### src/logic/input_filter_pkg.sv
// Package with register map, field layouts and timing constants.
package input_filter_pkg;
  localparam int LINES = 16;
  localparam int ADDR_W = 4;
  localparam logic [ADDR_W-1:0] OFS_INPUT = 4'h0;
  localparam logic [ADDR_W-1:0] OFS_FILTER = 4'h4;
  localparam logic [ADDR_W-1:0] OFS_MASK = 4'h8;
  localparam logic [ADDR_W-1:0] OFS_EDGE = 4'hc;
  localparam int FLEN_W = 5;
  localparam logic [FLEN_W-1:0] FLEN_MAX = 5'h14;
  localparam logic [FLEN_W-1:0] FLEN_RESET = 5'h00;
  localparam logic [LINES-1:0] MASK_RESET = 16'hffff;
  localparam logic [LINES-1:0] EDGE_RESET = 16'h0000;
  localparam logic [LINES-1:0] STATUS_RESET = 16'h0000;
  localparam int CLK_MHZ = 250;
  localparam int BASE_MHZ = 8;
  localparam int BASE_DIV = CLK_MHZ / BASE_MHZ;
  localparam int TICK_W = 22;
  localparam logic [TICK_W-1:0] TICK_ONE = 22'h000001;
  localparam logic [ADDR_W-1:0] OFS_STATUS = 4'h0;

  typedef struct packed {
    logic cyc;
    logic stb;
    logic we;
    logic [3:0] sel;
    logic [ADDR_W-1:0] adr;
    logic [31:0] dat;
  } wb_req_type;
endpackage

### src/logic/input_filter_change_interrupt.sv
// Filtered sixteen line input port with change interrupt and a slave.
`timescale 1ns/1ps
module input_filter_change_interrupt #(
  parameter int LINES = input_filter_pkg::LINES,
  parameter int BASE_DIV = input_filter_pkg::BASE_DIV
) (
  // Clock and reset.
  input wire logic clk_i,
  input wire logic rst_i,
  // Wishbone slave.
  input wire logic wb_cyc_i,
  input wire logic wb_stb_i,
  input wire logic wb_we_i,
  input wire logic [3:0] wb_sel_i,
  input wire logic [input_filter_pkg::ADDR_W-1:0] wb_adr_i,
  input wire logic [31:0] wb_dat_i,
  output logic [31:0] wb_dat_o,
  output logic wb_ack_o,
  // Input pins, active low.
  input wire logic [LINES-1:0] pin_n_i,
  // Interrupt request.
  output logic irq_o
);
  initial begin
    if (LINES < 1 || LINES > 16) $error("LINES must be 1 to 16.");
    if (BASE_DIV < 1) $error("BASE_DIV must be at least 1.");
  end

  input_filter_pkg::wb_req_type req;
  logic [LINES-1:0] sync1_reg;
  logic [LINES-1:0] sync2_reg;
  logic [LINES-1:0] filt;
  logic [LINES-1:0] prev_reg;
  logic [LINES-1:0] mask_reg;
  logic [LINES-1:0] edge_reg;
  logic [LINES-1:0] status_reg;
  logic [LINES-1:0] hit;
  logic [input_filter_pkg::FLEN_W-1:0] flen_reg;
  logic [input_filter_pkg::TICK_W-1:0] need;
  logic [$clog2(BASE_DIV+1)-1:0] div_reg;
  logic tick_reg;
  logic take;
  logic rd_status;

  assign req = '{cyc: wb_cyc_i, stb: wb_stb_i, we: wb_we_i,
                 sel: wb_sel_i, adr: wb_adr_i, dat: wb_dat_i};
  assign take = req.cyc && req.stb && !wb_ack_o;
  assign rd_status = take && !req.we &&
                     req.adr == input_filter_pkg::OFS_STATUS;

  // Input synchroniser with inversion of the active low pins.
  always_ff @(posedge clk_i) begin
    if (rst_i) begin
      sync1_reg <= '0;
      sync2_reg <= '0;
    end else begin
      sync1_reg <= ~pin_n_i;
      sync2_reg <= sync1_reg;
    end
  end

  // Divider that makes the 8 MHz base tick.
  always_ff @(posedge clk_i) begin
    if (rst_i) begin
      div_reg <= '0;
      tick_reg <= 1'b0;
    end else if (div_reg == ($clog2(BASE_DIV+1))'(BASE_DIV - 1)) begin
      div_reg <= '0;
      tick_reg <= 1'b1;
    end else begin
      div_reg <= div_reg + 1'b1;
      tick_reg <= 1'b0;
    end
  end

  assign need = input_filter_pkg::TICK_ONE << flen_reg;

  genvar g;
  generate
    for (g = 0; g < LINES; g++) begin : gen_line
      glitch_filter #(
        .TICK_W(input_filter_pkg::TICK_W)
      ) u_filter (
        .clk_i(clk_i),
        .rst_i(rst_i),
        .tick_i(tick_reg),
        .bypass_i(flen_reg == '0),
        .need_i(need),
        .din_i(sync2_reg[g]),
        .dout_o(filt[g])
      );
      // Edge select picks rise or fall of the logical value.
      assign hit[g] = !mask_reg[g] && (edge_reg[g] ?
                      (prev_reg[g] && !filt[g]) :
                      (!prev_reg[g] && filt[g]));
    end
  endgenerate

  // Previous filtered value for edge detection.
  always_ff @(posedge clk_i) begin
    if (rst_i) begin
      prev_reg <= '0;
    end else begin
      prev_reg <= filt;
    end
  end

  // Configuration registers written over the bus.
  always_ff @(posedge clk_i) begin
    if (rst_i) begin
      flen_reg <= input_filter_pkg::FLEN_RESET;
      mask_reg <= input_filter_pkg::MASK_RESET[LINES-1:0];
      edge_reg <= input_filter_pkg::EDGE_RESET[LINES-1:0];
    end else if (take && req.we) begin
      case (req.adr)
        input_filter_pkg::OFS_FILTER: begin
          if (req.sel[0] &&
              req.dat[input_filter_pkg::FLEN_W-1:0] <=
              input_filter_pkg::FLEN_MAX) begin
            flen_reg <= req.dat[input_filter_pkg::FLEN_W-1:0];
          end
        end
        input_filter_pkg::OFS_MASK: begin
          for (int i = 0; i < LINES; i++) begin
            if (req.sel[i/8]) begin
              mask_reg[i] <= req.dat[i];
            end
          end
        end
        input_filter_pkg::OFS_EDGE: begin
          for (int i = 0; i < LINES; i++) begin
            if (req.sel[i/8]) begin
              edge_reg[i] <= req.dat[i];
            end
          end
        end
        default: begin
        end
      endcase
    end
  end

  // Status bits: new events win over the clearing read.
  always_ff @(posedge clk_i) begin
    if (rst_i) begin
      status_reg <= input_filter_pkg::STATUS_RESET[LINES-1:0];
    end else if (rd_status) begin
      status_reg <= hit;
    end else begin
      status_reg <= status_reg | hit;
    end
  end

  // Interrupt request follows the status bits.
  always_ff @(posedge clk_i) begin
    if (rst_i) begin
      irq_o <= 1'b0;
    end else if (rd_status) begin
      irq_o <= |hit;
    end else begin
      irq_o <= |(status_reg | hit);
    end
  end

  // Bus answer one cycle after the request.
  always_ff @(posedge clk_i) begin
    if (rst_i) begin
      wb_ack_o <= 1'b0;
      wb_dat_o <= '0;
    end else begin
      wb_ack_o <= take;
      wb_dat_o <= '0;
      if (take && !req.we) begin
        case (req.adr)
          input_filter_pkg::OFS_STATUS:
            wb_dat_o <= {{(32-2*LINES){1'b0}}, filt, status_reg};
          input_filter_pkg::OFS_FILTER:
            wb_dat_o <= {{(32-input_filter_pkg::FLEN_W){1'b0}}, flen_reg};
          input_filter_pkg::OFS_MASK:
            wb_dat_o <= {{(32-LINES){1'b0}}, mask_reg};
          input_filter_pkg::OFS_EDGE:
            wb_dat_o <= {{(32-LINES){1'b0}}, edge_reg};
          default:
            wb_dat_o <= '0;
        endcase
      end
    end
  end

  // Check model of line zero: ticks counted since its input last moved.
  logic chk_last_reg;
  logic [input_filter_pkg::TICK_W-1:0] chk_run_reg;

  always_ff @(posedge clk_i) begin
    if (rst_i) begin
      chk_last_reg <= 1'b0;
      chk_run_reg <= '0;
    end else begin
      chk_last_reg <= sync2_reg[0];
      if (sync2_reg[0] != chk_last_reg) begin
        chk_run_reg <= {{(input_filter_pkg::TICK_W-1){1'b0}}, tick_reg};
      end else if (tick_reg && chk_run_reg != '1) begin
        chk_run_reg <= chk_run_reg + 1'b1;
      end
    end
  end
endmodule

### src/logic/glitch_filter.sv
// One input line filter that needs a stable run of base ticks.
`timescale 1ns/1ps
module glitch_filter #(
  parameter int TICK_W = 22
) (
  // Clock and reset.
  input wire logic clk_i,
  input wire logic rst_i,
  // Control.
  input wire logic tick_i,
  input wire logic bypass_i,
  input wire logic [TICK_W-1:0] need_i,
  // Data.
  input wire logic din_i,
  output logic dout_o
);
  logic [TICK_W-1:0] run_reg;

  always_ff @(posedge clk_i) begin
    if (rst_i) begin
      run_reg <= '0;
      dout_o <= 1'b0;
    end else if (bypass_i) begin
      run_reg <= '0;
      dout_o <= din_i;
    end else if (din_i == dout_o) begin
      run_reg <= '0;
    end else if (tick_i) begin
      if (run_reg + 1'b1 >= need_i) begin
        dout_o <= din_i;
        run_reg <= '0;
      end else begin
        run_reg <= run_reg + 1'b1;
      end
    end
  end
endmodule

### config.mk
export PLATFORM = sky130hd
export DESIGN_NAME = input_filter_change_interrupt
export DESIGN_NICKNAME = d
export VERILOG_FILES = /design/src/logic/input_filter_pkg.sv /design/src/logic/input_filter_change_interrupt.sv /design/src/logic/glitch_filter.sv
export SDC_FILE = /design/constraint.sdc
export NUM_CORES = 2
export LEC_CHECK = 0
export ABC_AREA = 1
export BUFFER_PORTS_ARGS = -buffer_cell sky130_fd_sc_hd__buf_2
export CAP_MARGIN = 20
export CORE_MARGIN = 8
export CORE_UTILIZATION = 39
export CTS_CLUSTER_SIZE = 16
export DETAILED_ROUTE_END_ITERATION = 6
export HOLD_SLACK_MARGIN = 0.1
export PLACE_DENSITY_LB_ADDON = 0.1
export SYNTH_ARGS = -nofsm -noshare
export SYNTH_HDL_FRONTEND = slang
export SYNTH_SLANG_ARGS = --single-unit
### constraint.sdc
create_clock -name clk_i -period 4 [get_ports clk_i]
set_clock_uncertainty 0.05 [all_clocks]
set_input_delay 1 -clock clk_i [delete_from_list [all_inputs] [get_ports clk_i]]
set_output_delay 1 -clock clk_i [all_outputs]
set_load 0.1 [all_outputs]
==> summary.txt <==
Final layout
  • Multi-input logic area: 20690 um2
  • N_diodes: 0
  • Reg area: 10190 um2
  • Layout cells sized above 1: 7.023%
  • Fillers: 9152
  • Synth-to-Final Area Change: 13.21%
  • NumNets Final: 5560
  • Most frequent cells in the layout: nand2_1 (1525), inv_1 (654), a21oi_1 (542)
  • Most common cell after layout, fill and taps aside: nand2_1
  • Max FFs per register: 352
  • Layout Cells excl Fill: around 6.4k

Critical path
  • RR Startpoint: gen_line[9].u_filter.run_reg[0]
  • FF-to-FF path depth: 19
  • Worst Path Buf+Inv: 3
  • CP Capture Type: flop
  • Worst EP required: roughly 4.5 ns
  • R2R setup slack: 0.40 ns
  • CP max stage delay: 0.46 ns
  • Startpoint Class: flop
  • FF-to-FF End: gen_line[9].u_filter.run_reg[21]
  • Worst-path fanout max: 22
  • Crit path DAT: 4.08 ns
  • Worst path cell trace: ha_1 > nand2_1 > nor2_1 > nand4_1 > nor2_1 > nand3_1 > nor2_1 > nand3_1 > xor2_1 > inv_1 > ha_1 > nand4_1 > inv_1 > a21oi_1 > nand2_1 > nor2_2 > buf_4 > nand2_1 > a21oi_1
  • Largest delay contributor family on the critical path: simple AND/OR/NAND/NOR gates
  • Crit Path Category: reg -> reg
  • Slowest cell on the critical path: dfxtp_1

CTS
  • Hold buffers post-CTS: 0
  • CTS tree: done
  • Num CTS Buffers: 68
  • Clock slew at reported path FFs: approximately 0.060 ns
  • Clk_lat worst skew: 0.62 ns
  • Htree depth: 3
  • Root cell of the clock tree: clkbuf_16
  • CTS sink cnt: around 510
  • Deepest clock path buffer count: 3

Placed design
  • Port bufs: 76
  • # placed instances: 6229
  • Dpl ws: 0.2448 ns
  • HPWL Detailed: around 70000 um
  • GPL Wtd Cong: between 0.8 and 0.9

Power and ir drop
  • Sw power: 0.002623 W
  • Internal power: 0.009027 W
  • Total power: between 0.01 and 0.015 W
  • VDD IR max: 304.0 uV
  • Clock share of power: 54.6%
  • Reg power frac: a little over two fifths
  • Sw Share: 22.52%
  • Leakage: 17.06 nW
  • Pwr/cell area: 303.3 nW/um2
  • Combinational share of power: 1.5%

Floorplanning
  • Core area: 86480 um2
  • Die footprint: 96690 um2
  • Chip width: 310.9 um
  • Site Rows: around 110
  • Starting Density: between 30% and 40%
  • IO Pins: 95
  • Chip height: 310.9 um

STA
  • Unrepaired setup endpoints after global routing: false
  • Tcrit/Tclk final: between 90% and 100%
  • Setup TNS: 0 ns
  • Relative slew slack: 36.78%
  • Final Max Slew Viols: 0
  • Worst-margin pin slew: 0.9483 ns
  • Fin crit period: 3.605 ns
  • Final worst-path setup slack: 0.3954 ns
  • Hold Vio Cnt, Final: 0
  • Setup violators final: 0
  • Fmax: roughly 0.28 GHz

Global route
  • Initial antenna violation count: 2
  • First-pass GRT wire length: 160800 um
  • Grt ovf: 0
  • Largest net degree at the start of global routing: 103
  • Vias in the first global route: between 20k and 30k
  • GR Util All Layers: roughly 20%

Detailed routing
  • DR vias: around 30k
  • Drt wl/cell: 15.95 um
  • Initial DRC count: 1708
  • Residual DRC: 0
  • First-pass detailed-route iteration total: 5
  • Final wirelength: slightly above 100000 um
  • Number of routed nets with antenna violations: 0
  • Drt via density: 4.868

Yosys
  • Largest family of logic cells by synthesized area: simple AND/OR/NAND/NOR gates
  • Xor/xnor share of the synthesized area: 7.151%
  • Syn Inst Count: 5043
  • EDFF count, synth: 0
  • Mux contribution to synthesized area: 0%
  • Yosys warns: 0
  • Post-synthesis simple-gate area fraction: between 20% and 30%
  • Adder-cell share of the synthesized area: 13.06%
  • Netlist cell types: 41
  • Register area share after synthesis: a little under a third
  • Seq cells post-synth: around 510
  • Syn nets: 5458
  • Mapped Area: 33930 um2
  • Post-synth ARST share: 0%
  • Synth Area per Inst: 6.728 um2
  • Ys flop type: dfxtp_1
  • Synth Area in Compound Gates: 11.10%

Min path
  • Hold_sp: sync1_reg[6]
  • End of the worst hold path: sync2_reg[6]
  • Worst hold path depth: 2
  • Worst Hold Class: reg -> reg

Flow run
  • Max cap viols: 0

Status
  • Status: finished, final reports clean
-- power by group through the flow --
stage / Sequential [W] / Combinational, W / Clock [W]
after floorplan: 0.00523 / 0.0000985 / 0
after global placement: 0.00523 / 0.000169 / 0
after detailed placement: 0.00523 / 0.000170 / 0
after CTS: 0.00512 / 0.000170 / 0.00656
after global routing: 0.00512 / 0.000190 / 0.00675
final: 0.00512 / 0.000170 / 0.00636
-- Yosys cell counts, types with 6 or more instances --
master | count | area share [%]
nand3_1 | 208 | 3.1
ha_1 | 354 | 13
o21bai_1 | 6 | 0.13
o21ai_0 | 82 | 1.2
a211oi_1 | 19 | 0.42
a21oi_1 | 542 | 8.0
nor4_1 | 53 | 0.98
or3b_2 | 7 | 0.18
inv_2 | 6 | 0.066
inv_1 | 655 | 7.2
nor3_1 | 103 | 1.5
nand2_1 | 1546 | 17
nor3_2 | 10 | 0.30
dfxtp_1 | 509 | 30
buf_4 | 27 | 0.60
nor2_2 | 19 | 0.35
o211ai_1 | 12 | 0.27
o21a_1 | 16 | 0.35
o221ai_1 | 6 | 0.15
a2111oi_0 | 7 | 0.18
nor2_1 | 361 | 4.0
xnor2_1 | 83 | 2.1
nand4_1 | 66 | 1.2
xor2_1 | 194 | 5.0
a21boi_0 | 10 | 0.22
clkbuf_1 | 79 | 0.87
buf_2 | 25 | 0.37
-- worst register-to-register path, cell delays in order (launching register included) --
cell	delay, ns
dfxtp_1	0.46
ha_1	0.23
nand2_1	0.09
nor2_1	0.15
nand4_1	0.16
nor2_1	0.19
nand3_1	0.16
nor2_1	0.19
nand3_1	0.12
xor2_1	0.14
inv_1	0.07
ha_1	0.27
nand4_1	0.13
inv_1	0.05
a21oi_1	0.20
nand2_1	0.24
nor2_2	0.13
buf_4	0.28
nand2_1	0.09
a21oi_1	0.13
-- layer usage --
metal | track usage (%) | vias to the layer above | part of all wire [%]
li1 | - | 16440 | -
met1 | 28.69 | 13870 | 51
met2 | 32.67 | 495 | 43
met3 | 2.828 | 109 | 4.2
met4 | 5.098 | 4 | 2.0
met5 | 0 | - | 0.018
-- repair_timing --
action,CTS,global route
gates resized for setup,0,24
setup buffers,0,1
endpoints found under the setup margin,0,177
-- per-stage QoR --
stage / util, % / hold slack (ns) / instance area [um2]
2_1_floorplan: - / 0.3383 / 33930
3_3_place_gp: 41.65 / 0.3426 / 36020
3_5_place_dp: 41.65 / 0.3435 / 36020
4_1_cts: 44.30 / 0.3516 / 38320
5_1_grt: 44.41 / 0.3701 / 38410
6_report: 44.41 / 0.3494 / 38410
-- how the worst max path moves through the flow --
stage	startpoint	end	slack (ns)	depth (start not counted)
global placement	gen_line[5].u_filter.run_reg[0]	gen_line[5].u_filter.run_reg[17]	0.27	19
CTS	gen_line[11].u_filter.run_reg[0]	gen_line[11].u_filter.run_reg[7]	0.19	20
detailed placement	gen_line[11].u_filter.run_reg[0]	gen_line[11].u_filter.run_reg[7]	0.24	20
finish	gen_line[9].u_filter.run_reg[0]	gen_line[9].u_filter.run_reg[21]	0.40	19
global route	gen_line[11].u_filter.run_reg[0]	gen_line[11].u_filter.run_reg[19]	0.005	20
floorplan	gen_line[7].u_filter.run_reg[0]	gen_line[7].u_filter.run_reg[10]	0.80	20
-- logic make-up after synthesis --
| logic type | after synthesis |
|---|---|
| DFF | 509 |
| xor gates and xnor gates | 277 |
| AOI/OAI and AO/OA | 707 |
| and+or+nand+nor | 2395 |
| adders and majority gates | 354 |
| buffers and inverters | 801 |
-- final cells by class --
| cell class | count | area share (%) |
|---|---|---|
| Multi-Input combinational cell | 3733 | 53.86 |
| Sequential cell | 509 | 26.54 |
| Inverter | 663 | 6.509 |
| Clock buffer | 97 | 5.105 |
| Tap cell | 1155 | 3.763 |
| Timing Repair Buffer | 170 | 3.352 |
| Clock inverter | 25 | 0.8731 |
Note: power is estimated with default switching activity, not from simulation.
